**src/arf_pkg.sv**
```systemverilog
/*
 Package for the converter result formatting block: register offsets,
 field positions, reset values and the conversion timing count.
 Assumes an APB slave with 32-bit data, one aligned word per register.
*/
`default_nettype none
package arf_pkg;
   // ====================================================================
   // Register byte offsets (APB word aligned)
   localparam logic [7:0] ARF_OFS_RESULT_HIGH = 8'h00;
   localparam logic [7:0] ARF_OFS_RESULT_LOW = 8'h04;
   localparam logic [7:0] ARF_OFS_CONTROL = 8'h08;
   localparam logic [7:0] ARF_OFS_ANALOG_SEL = 8'h0C;
   localparam logic [7:0] ARF_OFS_IRQ = 8'h10;
   // ====================================================================
   // Control register fields
   localparam int ARF_CTL_JUSTIFY = 7;
   localparam int ARF_CTL_REFSEL = 6;
   localparam int ARF_CTL_CHS_HI = 3;
   localparam int ARF_CTL_CHS_LO = 2;
   localparam int ARF_CTL_GO = 1;
   localparam int ARF_CTL_ON = 0;
   // Implemented control bits (5-4 read as zero)
   localparam logic [7:0] ARF_CTL_MASK = 8'hCF;
   localparam logic [7:0] ARF_CTL_RESET = 8'h00;
   // Analog select / clock select: bit 7 unimplemented
   localparam logic [7:0] ARF_ANS_MASK = 8'h7F;
   localparam logic [7:0] ARF_ANS_RESET = 8'h0F;
   // Interrupt register: bit 0 flag (write one clears), bit 1 enable
   localparam int ARF_IRQ_FLAG = 0;
   localparam int ARF_IRQ_EN = 1;
   // ====================================================================
   // Conversion timing
   localparam int ARF_CLK_HZ = 20_000_000;
   localparam int ARF_CONV_NS = 2_000;
   localparam int ARF_CONV_CYC = (ARF_CONV_NS * (ARF_CLK_HZ / 1_000_000) + 999) / 1000;
   // State machine codes
   typedef enum logic [1:0] {
      ARF_IDLE = 2'b01,
      ARF_CONV = 2'b10
   } arf_state_t;
endpackage : arf_pkg
`default_nettype wire

```
**src/arf_top.sv**
```systemverilog
/*
 Result formatting and control of a 10-bit converter: control and
 analog-select registers, channel mux, conversion sequencer and the
 justified result registers, reached over APB.
 Assumes a sample source presenting four 10-bit channel codes on
 ain_code, synchronous to ref_clk. por_rst marks power-on/brown-out.
 Assumes software waits out acquisition after a channel change; the
 block does not time it. Each register sits in the low byte of an
 aligned APB word; srst leaves the result bytes alone.
*/
// Local design decisions: the address map and register access over APB.
`default_nettype none
module arf_top
   import arf_pkg::*;
#(
   parameter int CONV_CYCLES = ARF_CONV_CYC
) (
   input wire logic ref_clk,
   input wire logic srst,
   input wire logic por_rst,
   input wire logic psel,
   input wire logic penable,
   input wire logic pwrite,
   input wire logic [7:0] paddr,
   input wire logic [31:0] pwdata,
   output logic [31:0] prdata,
   output logic pready,
   output logic pslverr,
   input wire logic [39:0] ain_code,
   output logic [1:0] channel_select,
   output logic converter_on,
   output logic reference_source_select,
   output logic [3:0] analog_pin_select,
   output logic [2:0] conversion_clock_select,
   output logic conversion_irq
);
   // ====================================================================
   // Parameter check
   // The cycle counter is 16 bits; a zero count would wrap and take 65536 cycles
   if (CONV_CYCLES < 1 || CONV_CYCLES > 65535) begin : g_bad_cycles
      $error("CONV_CYCLES out of range");
   end

   // ====================================================================
   // Register state
   // Each register pairs its flip-flop (_q) with its next value (_d)
   logic [7:0] ctl_q, ctl_d;           // Converter control
   logic [7:0] ans_q, ans_d;           // Analog and clock select
   logic [7:0] rhi_q, rhi_d;           // Result high byte
   logic [7:0] rlo_q, rlo_d;           // Result low byte
   logic flag_q, flag_d;               // Completion flag
   logic ien_q, ien_d;                 // Completion interrupt enable
   logic irq_q, irq_d;                 // Registered interrupt line
   logic [31:0] rdata_q, rdata_d;      // Read data
   logic ready_q, ready_d;             // Access phase answer
   logic err_q, err_d;                 // Slave error
   arf_state_t st_q, st_d;             // Sequencer state
   logic [15:0] cnt_q, cnt_d;          // Conversion cycle counter

   // ====================================================================
   // Helper functions
   // Format a 10-bit code into high/low bytes by the justify bit
   function automatic logic [15:0] arf_format(input logic right, input logic [9:0] r);
      if (right) begin
         arf_format = {6'h00, r[9:8], r[7:0]};
      end else begin
         arf_format = {r[9:2], r[1:0], 6'h00};
      end
   endfunction : arf_format

   // True for the five mapped word offsets; the rest answer with an error
   function automatic logic arf_mapped(input logic [7:0] a);
      arf_mapped = (a == ARF_OFS_RESULT_HIGH) || (a == ARF_OFS_RESULT_LOW) ||
         (a == ARF_OFS_CONTROL) || (a == ARF_OFS_ANALOG_SEL) || (a == ARF_OFS_IRQ);
   endfunction : arf_mapped

   // ====================================================================
   // Bus decode helpers
   // Only the first access cycle acts; the answer cycle must not act again
   logic wr_acc;                       // Write in its first access cycle
   logic rd_acc;                       // Read in its first access cycle
   logic conv_done;                    // Last counted cycle of a conversion
   logic [9:0] sel_code;               // Code of the selected input
   logic [15:0] fmt;                   // Justified result, high then low byte
   assign wr_acc = psel && penable && pwrite && !ready_q;
   assign rd_acc = psel && penable && !pwrite && !ready_q;
   // Input mux by channel field
   // Channel n sits at bits 10n+9 down to 10n of ain_code
   assign sel_code = ain_code[ctl_q[ARF_CTL_CHS_HI:ARF_CTL_CHS_LO] * 10 +: 10];
   // Layout follows the justify bit as it stands at completion
   assign fmt = arf_format(ctl_q[ARF_CTL_JUSTIFY], sel_code);
   // Counter end point: CONV_CYCLES cycles spent in the converting state
   assign conv_done = (st_q == ARF_CONV) && (cnt_q == 16'(CONV_CYCLES - 1));

   // ====================================================================
   // Bus answer: one wait state, error pulse on unmapped offsets
   // Read data is registered, so it stands with pready and after it
   always_comb begin
      ready_d = 1'b0;
      err_d = 1'b0;
      rdata_d = rdata_q;               // Holds until the next read
      // Answer the cycle after the access phase begins
      if (psel && penable && !ready_q) begin
         ready_d = 1'b1;
      end
      // Unmapped offset: refused, answered with an error
      if ((wr_acc || rd_acc) && !arf_mapped(paddr)) begin
         err_d = 1'b1;
      end
      // Read multiplexer; registers sit in the low byte
      if (rd_acc) begin
         if (paddr == ARF_OFS_RESULT_HIGH) begin
            rdata_d = {24'h00_0000, rhi_q};
         end else if (paddr == ARF_OFS_RESULT_LOW) begin
            rdata_d = {24'h00_0000, rlo_q};
         end else if (paddr == ARF_OFS_CONTROL) begin
            rdata_d = {24'h00_0000, ctl_q};
         end else if (paddr == ARF_OFS_ANALOG_SEL) begin
            rdata_d = {24'h00_0000, ans_q};
         end else if (paddr == ARF_OFS_IRQ) begin
            rdata_d = {24'h00_0000, 6'h00, ien_q, flag_q};
         end else begin
            rdata_d = 32'h0000_0000;  // Unmapped reads as zero
         end
      end
   end

   // Bus answer registers
   always_ff @(posedge ref_clk) begin
      if (srst) begin
         ready_q <= 1'b0;
         err_q <= 1'b0;
         rdata_q <= 32'h0000_0000;
      end else begin
         ready_q <= ready_d;
         err_q <= err_d;
         rdata_q <= rdata_d;
      end
   end

   // ====================================================================
   // Control, analog select and interrupt enable
   // Reserved control bits 5-4 and select bit 7 are masked off on write
   always_comb begin
      ctl_d = ctl_q;
      ans_d = ans_q;
      ien_d = ien_q;
      // Software writes, one register per access
      if (wr_acc && paddr == ARF_OFS_CONTROL) begin
         // Go is hardware-owned while converting; writing 0 cannot abort
         ctl_d = (pwdata[7:0] & ARF_CTL_MASK) | {6'h00, ctl_q[ARF_CTL_GO], 1'b0};
         if (st_q == ARF_IDLE) begin
            ctl_d[ARF_CTL_GO] = pwdata[ARF_CTL_GO];
         end
      end else if (wr_acc && paddr == ARF_OFS_ANALOG_SEL) begin
         ans_d = pwdata[7:0] & ARF_ANS_MASK;
      end else if (wr_acc && paddr == ARF_OFS_IRQ) begin
         ien_d = pwdata[ARF_IRQ_EN];
      end
      // Hardware clears go; this wins over a same-cycle write
      if (conv_done) begin
         ctl_d[ARF_CTL_GO] = 1'b0;
      end else if (st_q == ARF_IDLE && ctl_q[ARF_CTL_GO] && !ctl_q[ARF_CTL_ON]) begin
         ctl_d[ARF_CTL_GO] = 1'b0;  // Converter off: nothing to do
      end
   end

   // Control registers; srst restores their reset values
   always_ff @(posedge ref_clk) begin
      if (srst) begin
         ctl_q <= ARF_CTL_RESET;
         ans_q <= ARF_ANS_RESET;
         ien_q <= 1'b0;
      end else begin
         ctl_q <= ctl_d;
         ans_q <= ans_d;
         ien_q <= ien_d;
      end
   end

   // ====================================================================
   // Conversion sequencer
   // Acquisition time is software's duty: go with the converter on starts
   // the count at once, so a go set too early converts an unsettled input
   always_comb begin
      st_d = st_q;
      cnt_d = cnt_q;
      // Two states only: idle and converting
      case (st_q)
         ARF_IDLE: begin
            // Start on go with the converter enabled
            if (ctl_q[ARF_CTL_GO] && ctl_q[ARF_CTL_ON]) begin
               st_d = ARF_CONV;
               cnt_d = 16'h0000;
            end
         end
         ARF_CONV: begin
            // Count up to the end point, then fall back to idle
            if (conv_done) begin
               st_d = ARF_IDLE;
            end else begin
               cnt_d = cnt_q + 16'h0001;
            end
         end
         default: begin
            st_d = ARF_IDLE;        // Illegal code recovers to idle
         end
      endcase
   end

   // Sequencer registers
   always_ff @(posedge ref_clk) begin
      if (srst) begin
         st_q <= ARF_IDLE;
         cnt_q <= 16'h0000;
      end else begin
         st_q <= st_d;
         cnt_q <= cnt_d;
      end
   end

   // ====================================================================
   // Completion flag and interrupt line
   // The line is registered from the next flag and enable, so it changes on the same edge as they do
   always_comb begin
      flag_d = flag_q;
      // Software clear: write one to the flag bit
      if (wr_acc && paddr == ARF_OFS_IRQ && pwdata[ARF_IRQ_FLAG]) begin
         flag_d = 1'b0;
      end
      // Set wins over a clear in the same cycle, so no completion is lost
      if (conv_done) begin
         flag_d = 1'b1;
      end
      irq_d = flag_d && ien_d;
   end

   // Flag and interrupt registers
   always_ff @(posedge ref_clk) begin
      if (srst) begin
         flag_q <= 1'b0;
         irq_q <= 1'b0;
      end else begin
         flag_q <= flag_d;
         irq_q <= irq_d;
      end
   end

   // ====================================================================
   // Result bytes
   // Software may overwrite them; a completing conversion wins the cycle
   always_comb begin
      rhi_d = rhi_q;
      rlo_d = rlo_q;
      if (wr_acc && paddr == ARF_OFS_RESULT_HIGH) begin
         rhi_d = pwdata[7:0];
      end else if (wr_acc && paddr == ARF_OFS_RESULT_LOW) begin
         rlo_d = pwdata[7:0];
      end
      // Conversion result, justified by the control bit
      if (conv_done) begin
         rhi_d = fmt[15:8];
         rlo_d = fmt[7:0];
      end
   end

   // Result bytes: untouched by srst; cleared only on power-on for a defined sim start
   always_ff @(posedge ref_clk) begin
      if (por_rst) begin
         rhi_q <= 8'h00;
         rlo_q <= 8'h00;
      end else begin
         rhi_q <= rhi_d;
         rlo_q <= rlo_d;
      end
   end

   // ====================================================================
   // Outputs straight from flip-flops
   // pready and pslverr are one-cycle pulses; prdata holds the last read
   // Pin fields are slices of the registers, so they need no extra stage
   // and change on the edge that lands the write
   assign prdata = rdata_q;
   assign pready = ready_q;
   assign pslverr = err_q;
   assign channel_select = ctl_q[ARF_CTL_CHS_HI:ARF_CTL_CHS_LO];
   assign converter_on = ctl_q[ARF_CTL_ON];
   assign reference_source_select = ctl_q[ARF_CTL_REFSEL];
   assign analog_pin_select = ans_q[3:0];
   assign conversion_clock_select = ans_q[6:4];
   assign conversion_irq = irq_q;
endmodule : arf_top
`default_nettype wire

```
**config.mk**
```make
export PLATFORM = sky130hd
export DESIGN_NAME = arf_top
export DESIGN_NICKNAME = d
export VERILOG_FILES = /design/src/arf_pkg.sv /design/src/arf_top.sv
export SDC_FILE = /design/constraint.sdc
export NUM_CORES = 1
export LEC_CHECK = 0
export BUFFER_PORTS_ARGS = -buffer_cell sky130_fd_sc_hd__clkbuf_2
export CORE_UTILIZATION = 50
export CTS_CLUSTER_SIZE = 28
export DETAILED_ROUTE_END_ITERATION = 12
export HOLD_SLACK_MARGIN = 0.08
export PLACE_DENSITY = 0.85
export SETUP_SLACK_MARGIN = 0.2
export SLEW_MARGIN = 0
export SYNTH_ARGS = -nofsm -noshare
export SYNTH_HDL_FRONTEND = slang
export SYNTH_SLANG_ARGS = --single-unit
```
**constraint.sdc**
```tcl
create_clock -name ref_clk -period 2.5 [get_ports ref_clk]
set_clock_uncertainty 0.1 [all_clocks]
set_input_delay 0.5 -clock ref_clk [delete_from_list [all_inputs] [get_ports ref_clk]]
set_output_delay 0.5 -clock ref_clk [all_outputs]
set_load 0.01 [all_outputs]
```
### After elaboration in Yosys (flattened, before gate mapping)

Index checks and enable logic that the tools add are counted.

| cells by class | value |
|---|---|
| add/subtract/negate cells | 1 |
| reduce and logical (&&, ||, !) cells | 36 |
| mux-type cells | 25 |
| multiply operators | 1 |
| bitwise gates (word level) | 2 |
| shift-type cells | 1 |
| eq/ne operators | 11 |

Operator list:

| kind | count |
|---|---|
| $mux W8 | 8 |
| $mux W16 | 3 |
| $shiftx A40 B7 Y10 | 1 |
| $pmux W16 S2 | 1 |
| $logic_and A1 B1 Y1 | 18 |
| $add A16 B1 Y16 const B | 1 |
| $eq A16 B6 Y1 const B | 1 |
| $eq A8 B4 Y1 const B | 2 |
| $eq A8 B3 Y1 const B | 1 |
| $eq A8 B5 Y1 const B | 1 |
| $logic_not A8 Y1 | 1 |
| $mux W1 | 8 |
| $or A8 B2 Y8 | 1 |
| $mux W7 | 1 |
| $mux W2 | 3 |
| $ne A2 B2 Y1 const B | 3 |
| $reduce_and A2 Y1 | 3 |
| $reduce_bool A2 Y1 | 3 |
| $logic_or A1 B1 Y1 | 5 |
| $mul A2 B3 Y5 const B | 1 |
| $logic_not A1 Y1 | 4 |
| $pmux W2 S2 | 1 |
| $reduce_and A3 Y1 | 1 |
| $reduce_or A3 Y1 | 1 |
| 4 further kinds | 4 |

| storage, ports and cells | value |
|---|---|
| word-level logic and storage cells | 90 |
| input bits | 86 |
| register bits after elaboration | 86 |
| output and inout port bits | 46 |

### Logic depth before layout (Yosys ltp)

Gate-level depths: netlist (run 1).

| depth | value |
|---|---|
| word-level depth | 8 |
| mapped depth | 7 |
| mapped depth without buffers | 5 |

### Worst setup path after synthesis (run 1)

OpenSTA, ideal clock, no wires.

| timing path | value |
|---|---|
| kind | register -> register |
| start | register cnt_q[11] |
| end | register rhi_q[1] |
| arrival time | 2059 ps |
| slack | 254 ps |
| library setup time | 87 ps |
| required time | 2313 ps |
| period minus slack after synthesis | 2246 ps |
| path buffers | 1 |
| stages on the path, launching flop included | 6 |
| cell sequence | dfxtp_1 or4_4 or4_4 buf_6 or4_1 o31ai_1 |

| between the ends | value |
|---|---|
| cells in the longest elaborated chain, start to end | 3 |
| elaborated cells on any way between the ends | 4 |
| those cells by class | eq/ne (1); mux (1); reduce/logical (2) |

Ends and longest elaborated chain:

| what | RTL line | RTL |
|---|---|---|
| start, declared | arf_top.sv:58 | `logic [15:0] cnt_q, cnt_d;` |
| start signal, assigned | arf_top.sv:218 | `cnt_q <= cnt_d;` |
| $eq A16 B6 Y1 * | arf_top.sv:93 | `assign conv_done = (st_q == ARF_CONV) && (cnt_q == 16'(CONV_CYCLES - 1));` |
| $logic_and A1 B1 Y1 * | arf_top.sv:93 |  |
| $mux W8 or $reduce_bool A2 Y1 (tied branches) | - |  |
| end signal, assigned | arf_top.sv:273 | `rhi_q <= rhi_d;` |
| end, declared | arf_top.sv:49 | `logic [7:0] rhi_q, rhi_d;` |

Mark *: on every way between the ends. The rest lies on a longest branch, timed or not.
A chain may end at the register's enable or synchronous reset.

### Worst setup path after layout (run 1)

| timing path | value |
|---|---|
| start | register cnt_q[13] |
| end | register rlo_q[6] |

| between the ends | value |
|---|---|
| cells in the longest elaborated chain, start to end | 4 |
| elaborated cells on any way between the ends | 6 |
| those cells by class | eq/ne (2); mux (1); reduce/logical (3) |

Ends and longest elaborated chain:

| what | RTL line | RTL |
|---|---|---|
| $eq A16 B6 Y1 * | arf_top.sv:93 |  |
| $logic_and A1 B1 Y1 * | arf_top.sv:93 |  |
| $ne A2 B2 Y1 (no source line) or $reduce_bool A2 Y1 (tied branches) | - |  |
| $reduce_and A2 Y1 (no source line) | - |  |
| end signal, assigned | arf_top.sv:274 | `rlo_q <= rlo_d;` |
| end, declared | arf_top.sv:50 | `logic [7:0] rlo_q, rlo_d;` |

Marks and branches as above.

==> results.toml, run 1 <==
[synthesis]
yosys_warnings = 0
netlist.top_cell.by_area = "sky130_fd_sc_hd__dfxtp_1"
synthesis.area_per_instance_um2 = 9.508
synth.top_cell.area_share_pct = 34.24
syn_area_um2 = 3508
synth_flop_cell = "sky130_fd_sc_hd__dfxtp_1"
synth-edff-count = 0
ys_top_cells_by_area = "sky130_fd_sc_hd__dfxtp_1, sky130_fd_sc_hd__mux4_2, sky130_fd_sc_hd__mux2i_1"
synth_seq_cells = 60
synth_sequential_area_ratio_pct = 34.24
postSynthCellCount = 369
netlist-cell-type-count = 49
async_reset_ff_share_pct = 0

[clock_tree]
hold_buffers = 0
cts_made_buffers = 9
cts_max_level = 3
cts_tree = "done"
clk_path_buf_depth = 2
cts_root_buf = "sky130_fd_sc_hd__clkbuf_8"
clkLatencyLatePin_ps = 350
clkTransAtPathRegs_ps = 70
cts_sinks = 60

[pwr]
pwr-share-comb_pct = 7.6
leakagePower_nw = 1.825
switching_power_as_a_share_of_total_power_pct = 22.88
total_switching_power_mw = 0.4786
share_seq_of_total_power_pct = 45.8
power.density_nw_per_um2 = 491.5
vdd_drop_max_mv = 0.2675
clock_power_share_pct = 46.6
cellInternalPower_mw = 1.613

[critical_path]
worst-endpoint-required_ps = 2630
worstPathMaxFanout = 5
cp-end-kind = "flop"
worstPathArrival_ps = 2400
timing.critical_path.from_type = "flop"
setup.worst_path.class = "flop to flop"

[placement]
finalWeightedCongestion = 0.8083
numPortBuffers = 83
dp.final_hpwl_mm = 6.373

[timing]
timing.final.crit_share_pct = 91.17
max_freq_ghz = 0.4387
setup_repair_after_global_routing_missed_its_margin = "no"
timing_hold_violations_final = 0
worst_pin_slew_ps = 635.9
total_count_of_max_transition_violations_in_the_final_report = 0
report.final.setup_viol = 0
final.min_clock_period_ps = 2279
setup_tns_ps = 0
slew_headroom_pct = 57.50

[route]
drc_errors = 0
drt_iter0_markers = 290
ant_nets = 0
avgRoutedWirePerCell_um = 16.33
detailed_route_wire_length_mm = 9.098
initial_drt_pass_iterations = 9
via_count = 3339
vias_per_cell = 5.995

[final_layout]
layout.area.seq_um2 = 1202
fin_util_pct = 62.63
drive_gt1_share_pct = 32.75
antenna-diode-count = 0
fillCellCount = 549
multiInputGateArea_um2 = 2092
layout.nets = 543
syn2layout_area_growth_pct = 21.29

[run]
drv.max_cap_violation_count = 0

[worst_hold_path]
worstHoldPathType = "input pin to flop"

[floorplan]
die_width_um = 85.77
die_h_um = 85.77
ios = 132
initial_utilization_pct = 51.64
core_area_um2 = 6794
fp.dieArea_um2 = 7356
placementRows = 30

[global_routing]
maximum_number_of_pins_on_one_net_before_global_route_repair = 23
globalRouteTotalUtil_pct = 25.27
grt_antenna_before_repair = 0
grt_pass1_wl_mm = 14.47
overflow = 0
grt_pass1_vias = 3106

[outcome]
run_status = "finished, final reports clean"
-- synthesized netlist by cell type (all sizes together), types with 13 or more instances --
cell / count
buf: 32
a21oi: 19
a211oi: 22
dfxtp: 60
or4: 18
nor2b: 13
mux2i: 30
clkbuf: 22
mux4: 15
nand2: 13
o31ai: 15
nor2: 23
-- layer usage --
layer | global-route usage, % | wire [um]
met3 | 4.716 | 648
met1 | 32.26 | 3834
met2 | 41.82 | 4489
met4 | 11.21 | 125
met5 | 0 | 0
-- cells by family (layout without fill, tap and decap cells) --
kind of cell / Yosys count / in the layout / share of synthesized area, %
multiplexers: 48 / 48 / 19.15
buffers and inverters: 60 / 128 / 9.701
adder cells (fa/ha/maj): 1 / 1 / 0.3566
other: 1 / 24 / 0.1069
AND/OR/NAND/NOR: 116 / 117 / 19.86
AO/OA/AOI/OAI: 83 / 83 / 16.58
flip-flops: 60 / 60 / 34.24
-- critical path, cell delays in order, from the launching register on --
cell and delay (ps):
sky130_fd_sc_hd__dfxtp_2 330, sky130_fd_sc_hd__or4_4 580, sky130_fd_sc_hd__or4_4 620, sky130_fd_sc_hd__buf_4 170, sky130_fd_sc_hd__a2111oi_1 270, sky130_fd_sc_hd__a211oi_1 90
-- sequential cells by signal, summed over array words and instances (netlist names) --
name,cells
ctl_q,6
pslverr,1
rhi_q,8
st_q,2
cnt_q,16
ien_q,1
conversion_irq,1
rlo_q,8
ans_q,7
prdata,8
flag_q,1
pready,1
-- layout by cell type, fill, tap and decap left out, types with 3 or more instances in the layout --
master,instances
sky130_fd_sc_hd__a211oi_1,19
sky130_fd_sc_hd__a211oi_2,3
sky130_fd_sc_hd__a21oi_1,19
sky130_fd_sc_hd__a22oi_1,7
sky130_fd_sc_hd__and4b_1,3
sky130_fd_sc_hd__buf_4,22
sky130_fd_sc_hd__clkbuf_2,83
sky130_fd_sc_hd__clkbuf_8,10
sky130_fd_sc_hd__conb_1,24
sky130_fd_sc_hd__dfxtp_1,59
sky130_fd_sc_hd__inv_1,6
sky130_fd_sc_hd__mux2_2,3
sky130_fd_sc_hd__mux2i_1,30
sky130_fd_sc_hd__mux4_2,15
sky130_fd_sc_hd__nand2_1,13
sky130_fd_sc_hd__nand3_1,6
sky130_fd_sc_hd__nand4_1,10
sky130_fd_sc_hd__nor2_1,23
sky130_fd_sc_hd__nor2b_1,13
sky130_fd_sc_hd__nor3_1,10
sky130_fd_sc_hd__nor4_1,3
sky130_fd_sc_hd__o21ai_0,4
sky130_fd_sc_hd__o31ai_1,15
sky130_fd_sc_hd__or4_1,14
sky130_fd_sc_hd__or4_4,5
-- worst paths after layout --
check,from,to,slack [ps],cells past startpoint
max reg2reg,cnt_q[13],rlo_q[6],220,5
min,penable,pready,290,3
max,cnt_q[13],rlo_q[6],220,5
min reg2reg,prdata[0],prdata[0],350,2
-- cell type report --
cell class,count,area share (%)
clock buffer,12,3.411
multi-input combinational,273,49.16
clock inverter,4,1.705
inverter,6,0.5293
tap,96,2.823
sequential,60,28.26
timing repair buffer,106,14.11
-- per-stage QoR --
stage	instances	instance area, um2	total power, mW	hold WS (ps)	setup WS, ps
finish	557	4255	2.092	289.0	220.8
global route	557	4255	2.153	296.8	175.2
CTS	557	4234	2.096	277.6	183.0
detailed placement	534	3959	1.136	342.1	128.8
global placement	534	3959	1.131	341.0	185.0
floorplan	392	3595	1.091	347.5	254.5
-- power groups by stage --
stage	logic, mW	registers, mW	clock network, mW
floorplan	0.111	0.980	0
global placement	0.152	0.979	0
detailed placement	0.156	0.980	0
CTS	0.157	0.958	0.981
global route	0.172	0.957	1.02
finish	0.159	0.958	0.975
-- repair_timing --
action / in CTS / in global routing
setup buffers: 6 / 0
pin swaps: 1 / 4
gates resized for setup: 2 / 6
endpoints found under the setup margin: 2 / 11
gates cloned: 1 / 0
No activity file was read; power rests on OpenSTA's default activity.
==> run 2, diff against run 1 <==
--- a/config.mk
+++ b/config.mk
@@ -10,7 +10,7 @@
 export CTS_CLUSTER_SIZE = 28
 export DETAILED_ROUTE_END_ITERATION = 12
 export HOLD_SLACK_MARGIN = 0.08
-export PLACE_DENSITY = 0.85
+export PLACE_DENSITY = 0.81
 export SETUP_SLACK_MARGIN = 0.2
 export SLEW_MARGIN = 0
 export SYNTH_ARGS = -nofsm -noshare
==> run 2 against run 1 <==
Setup slack lost 41 ps. Critical endpoint is now rhi_q[1]. Critical path type unchanged. Count of clock-buffer cells in the layout shrank 3. Largest power group is now registers. First-iteration DRC count down 3.8%. Combinational power about the same. Critical path depth shrank 1. Total power down 4.2%. Final area is 1.2% lower.
==> results.toml, run 2 (synthesized netlist as in run 1, its figures left out) <==
[timing]
setup_repair_after_global_routing_missed_its_margin = "yes"
timing.final.ws_setup_ps = 180.2
total_count_of_max_transition_violations_in_the_final_report = 0
report.final.setup_viol = 0
setup_tns_ps = 0
final.min_clock_period_ps = 2320
timing.final.crit_share_pct = 92.79
max_freq_ghz = 0.4311
timing_hold_violations_final = 0
worst_pin_slew_ps = 713.5
slew_headroom_pct = 52.32

[worst_hold_path]
whs_endpoint = "pready"
hold_path.startpoint = "penable"
hold-path-cell-count = 3
worstHoldPathType = "input pin to flop"

[final_layout]
layout.nets = 543
antenna-diode-count = 0
largest-register = "cnt_q"
commonest_non_fill_non_tap_cell_in_the_layout = "sky130_fd_sc_hd__clkbuf_2"
largest_reg_flops = 16
post_layout_nonfiller_instances = 557
final_cell_mix = "sky130_fd_sc_hd__clkbuf_2, sky130_fd_sc_hd__dfxtp_1, sky130_fd_sc_hd__mux2i_1"
drive_gt1_share_pct = 32.32
syn2layout_area_growth_pct = 19.86

[route]
initial_drt_pass_iterations = 8
avgRoutedWirePerCell_um = 15.63
drc_errors = 0
via_count = 3305
drt_iter0_markers = 279
detailed_route_wire_length_mm = 8.705
vias_per_cell = 5.934
ant_nets = 0

[clock_tree]
clk_path_buf_depth = 2
clkLatencyLatePin_ps = 350
cts_sinks = 60
cts_root_buf = "sky130_fd_sc_hd__clkbuf_8"
cts_max_level = 3
cts_made_buffers = 9
cts_tree = "done"
clkTransAtPathRegs_ps = 80

[critical_path]
r2r_slack_ps = 180
ff2ff_path_depth = 4
worst_path_most_repeated_cell = "sky130_fd_sc_hd__or4_4"
cp-end-kind = "flop"
reg2reg_to = "rhi_q[1]"
timing.critical_path.from_type = "flop"
cp_top_family = "simple AND/OR/NAND/NOR gates"
worstPathArrival_ps = 2480
critPathMaxStageDelay_ps = 630
critical_path.slowest_cell = "sky130_fd_sc_hd__or4_4"
crit_buf_inv = 0
worstPathMaxFanout = 13
regToRegStartpoint = "cnt_q[11]"
setup.worst_path.class = "flop to flop"
crit_chain = "or4_4, or4_4, or4_1, o31ai_1"
worst-endpoint-required_ps = 2660

[floorplan]
core_area_um2 = 6794
placementRows = 30
initial_utilization_pct = 51.64
fp.dieArea_um2 = 7356
die_width_um = 85.77
ios = 132
die_h_um = 85.77

[global_routing]
overflow = 0
grt_pass1_wl_mm = 14.41
grt_antenna_before_repair = 0
grt_pass1_vias = 3114
globalRouteTotalUtil_pct = 25.00
maximum_number_of_pins_on_one_net_before_global_route_repair = 23

[pwr]
leakagePower_nw = 1.812
power.density_nw_per_um2 = 476.6
vdd_drop_max_mv = 0.2531

[placement]
finalWeightedCongestion = 0.8101
numPortBuffers = 83
dp_slack_ps = 131.4
dp.final_hpwl_mm = 6.425
post-place-cells = 538

[run]
drv.max_cap_violation_count = 0

[outcome]
run_status = "finished, final reports clean"
==> run 2: layout make-up <==
cell class / instances / area, um2
well taps: 96 / 120.1
clock inverters: 7 / 75.07
inverters: 6 / 22.52
fillers: 590 / 2589
repair buffers: 107 / 595.6
flip-flops and latches: 60 / 1201
clock buffers: 9 / 123.9
multi-input cells: 272 / 2067
==> run 2: where the power goes <==
part | internal, mW | switching (mW)
Sequential | 0.956 | 0.000825
Combinational | 0.0707 | 0.0904
Clock | 0.463 | 0.423
Total | 1.49 | 0.515
==> run 2: metrics by stage <==
step	util, %	total power [mW]	hold WS (ps)	instance area [um2]
2_1_floorplan	-	1.091	347.5	3595
3_3_place_gp	58.53	1.135	341.9	3976
3_5_place_dp	58.53	1.139	347.2	3976
4_1_cts	61.80	2.012	280.2	4199
5_1_grt	61.90	2.070	304.1	4205
6_report	61.90	2.004	287.7	4205
==> run 2: repair_timing <==
action,CTS,global route
pin swaps,1,1
hold buffers,0,0
gates resized for setup,1,2
buffers inserted,3,0
endpoints found under the setup margin,2,11
==> run 2: worst max path at each step <==
stage	startpoint	endpoint	slack [ps]	depth (start not counted)
finish	cnt_q[11]	rhi_q[1]	180	4
detailed placement	cnt_q[11]	rhi_q[0]	130	4
CTS	cnt_q[11]	rhi_q[1]	180	4
global route	cnt_q[11]	rlo_q[1]	130	5
floorplan	cnt_q[11]	rhi_q[1]	250	5
global placement	cnt_q[11]	rhi_q[0]	170	4
==> run 2: layer usage <==
layer	part of all wire (%)	up-vias	GRT usage (%)
met5	0	-	0
met4	1.9	0	10.00
met3	6.9	17	4.331
met2	47	154	41.89
met1	44	1577	32.14
li1	-	1557	-
==> run 2: tightest hold or removal path, stage by stage <==
cell and delay (ps):
sky130_fd_sc_hd__clkbuf_2 100, sky130_fd_sc_hd__nand2_1 50, sky130_fd_sc_hd__nor3_1 40
==> run 3, diff against run 2 <==
--- a/config.mk
+++ b/config.mk
@@ -6,11 +6,14 @@
 export NUM_CORES = 1
 export LEC_CHECK = 0
 export BUFFER_PORTS_ARGS = -buffer_cell sky130_fd_sc_hd__clkbuf_2
-export CORE_UTILIZATION = 50
+export CELL_PAD_IN_SITES_DETAIL_PLACEMENT = 0
+export CELL_PAD_IN_SITES_GLOBAL_PLACEMENT = 1
+export CORE_UTILIZATION = 36
 export CTS_CLUSTER_SIZE = 28
 export DETAILED_ROUTE_END_ITERATION = 12
+export GPL_TIMING_DRIVEN = 1
 export HOLD_SLACK_MARGIN = 0.08
-export PLACE_DENSITY = 0.81
+export PLACE_DENSITY_LB_ADDON = 0.1
 export SETUP_SLACK_MARGIN = 0.2
 export SLEW_MARGIN = 0
 export SYNTH_ARGS = -nofsm -noshare
==> run 3 against run 2 <==
Setup slack improved by 57 ps. Sequential share of layout area is 0.64 points lower. Clock power is 5.9% higher. Global-route usage fell by 5.7 points. Fmax increased by 2.5%. Register-to-register slack improved by 60 ps. Final cell count increased by 6.6%. Non-clock buffer count up 3. Hold slack hardly changed. Sequential cell count unchanged. Count of clock-buffer cells in the layout did not move.
==> results.toml, run 3 (synthesized netlist as in run 1, its figures left out) <==
[outcome]
run_status = "finished, final reports clean"

[clock_tree]
cts_max_level = 3
clkLatencyLatePin_ps = 340
clk_path_buf_depth = 2
cts_root_buf = "sky130_fd_sc_hd__clkbuf_8"
clkTransAtPathRegs_ps = 80
cts_made_buffers = 9
cts_tree = "done"
cts_sinks = 60
hold_buffers = 0

[worst_hold_path]
worstHoldPathType = "input pin to flop"
hold_path.startpoint = "penable"
hold-path-cell-count = 3
whs_endpoint = "pready"

[timing]
slew_headroom_pct = 53.59
report.final.setup_viol = 0
max_freq_ghz = 0.4420
worst_pin_slew_ps = 694.5
total_count_of_max_transition_violations_in_the_final_report = 0
setup_repair_after_global_routing_missed_its_margin = "yes"
timing_hold_violations_final = 0
final.min_clock_period_ps = 2262
timing.final.crit_share_pct = 90.49

[final_layout]
largest-register = "cnt_q"
commonest_non_fill_non_tap_cell_in_the_layout = "sky130_fd_sc_hd__clkbuf_2"
layout.nets = 547
post_layout_nonfiller_instances = 594
antenna-diode-count = 0
final_design_area_no_fill_um2 = 4310
syn2layout_area_growth_pct = 22.86
drive_gt1_share_pct = 34.19
final_cell_mix = "sky130_fd_sc_hd__clkbuf_2, sky130_fd_sc_hd__dfxtp_1, sky130_fd_sc_hd__mux2i_1"
largest_reg_flops = 16
fillCellCount = 934

[placement]
finalWeightedCongestion = 0.7931
dpl_cell_area_um2 = 4048
dp.final_hpwl_mm = 6.900
post-place-cells = 575
numPortBuffers = 83

[critical_path]
setup.worst_path.class = "flop to flop"
regToRegStartpoint = "cnt_q[14]"
reg2reg_to = "rhi_q[1]"
worstPathMaxFanout = 6
worst-endpoint-required_ps = 2650
r2r_slack_ps = 240
cp-end-kind = "flop"
worstPathArrival_ps = 2410
timing.critical_path.from_type = "flop"
ff2ff_path_depth = 4

[global_routing]
grt_pass1_vias = 2987
globalRouteTotalUtil_pct = 19.34
grt_pass1_wl_mm = 15.28
grt_antenna_before_repair = 0
maximum_number_of_pins_on_one_net_before_global_route_repair = 21
overflow = 0

[route]
drc_errors = 0
ant_nets = 0
avgRoutedWirePerCell_um = 16.07
detailed_route_wire_length_mm = 9.546
drt_iter0_markers = 154
initial_drt_pass_iterations = 4
via_count = 3228
vias_per_cell = 5.434

[run]
drv.max_cap_violation_count = 0

[pwr]
leakagePower_nw = 1.839
power.density_nw_per_um2 = 476.8
vdd_drop_max_mv = 0.2033

[floorplan]
core_area_um2 = 9328
initial_utilization_pct = 37.61
die_width_um = 100.7
die_h_um = 100.7
ios = 132
placementRows = 35
fp.dieArea_um2 = 10140
==> run 3: cell types whose count changed in the layout (fill, tap and decap cells not counted), sizes merged <==
cell / change
buf: +3
inv: +3
clkinv: -2
clkinvlp: -1
or4: +1
==> run 3: critical path, stage by stage, from the launching register on <==
cell	delay, ps
sky130_fd_sc_hd__dfxtp_2	340
sky130_fd_sc_hd__or4_4	530
sky130_fd_sc_hd__or4_4	620
sky130_fd_sc_hd__or4_1	500
sky130_fd_sc_hd__o31ai_1	80
==> run 3: where the power goes <==
group	leakage, nW	switching [mW]	internal [mW]	total, mW
Sequential	0.485	0.000831	0.956	0.957
Clock	0.0988	0.460	0.477	0.938
Combinational	1.26	0.0909	0.0696	0.161
Total	1.84	0.552	1.50	2.06
==> run 3: area by class of cell <==
class                   count  area (um2)  area share (%)
inverters                   6       22.52          0.5225
multi-input cells         273        2098           48.68
clock inverters             7       82.58           1.916
clock buffers               9       123.9           2.874
flip-flops and latches     60        1204           27.92
well taps                 129       161.4           3.745
repair buffers            110       618.1           14.34
==> run 3: how the worst max path moves through the flow <==
stage / startpoint / endpoint / slack [ps] / cells past startpoint
6_report: cnt_q[14] / rhi_q[1] / 240 / 4
5_1_grt: ctl_q[2] / rhi_q[0] / 100 / 5
4_1_cts: cnt_q[11] / rlo_q[7] / 140 / 4
3_5_place_dp: cnt_q[11] / rhi_q[0] / -9 / 5
3_3_place_gp: cnt_q[11] / rhi_q[0] / 30 / 5
2_1_floorplan: cnt_q[11] / rhi_q[1] / 250 / 5
==> run 3: per-layer routing <==
layer	vias up	global-route usage (%)	wire length (um)
met1	1557	27.62	4602
met4	0	4.125	48
met2	113	29.93	4377
li1	1552	-	-
met5	-	0	0
met3	6	4.161	517
==> run 3: timing repair <==
action / 4_1_cts / 5_1_grt
resized for setup: 6 / 4
setup buffers: 0 / 2
pin swaps: 0 / 2
setup endpoints to repair: 9 / 12
gates cloned: 0 / 1
==> run 3: stage by stage <==
step                      power (mW)  worst slack [ps]  utilization, %  TNS (ps)  hold WS [ps]
after floorplan                1.091             254.5               -         0         347.5
after global placement         1.137             28.11           43.39         0         340.5
after detailed placement       1.139            -8.768           43.39    -8.768         346.4
after CTS                      2.077             139.2           45.85         0         274.9
after global routing           2.145             104.7           46.21         0         291.8
final                          2.055             237.6           46.21         0         287.6
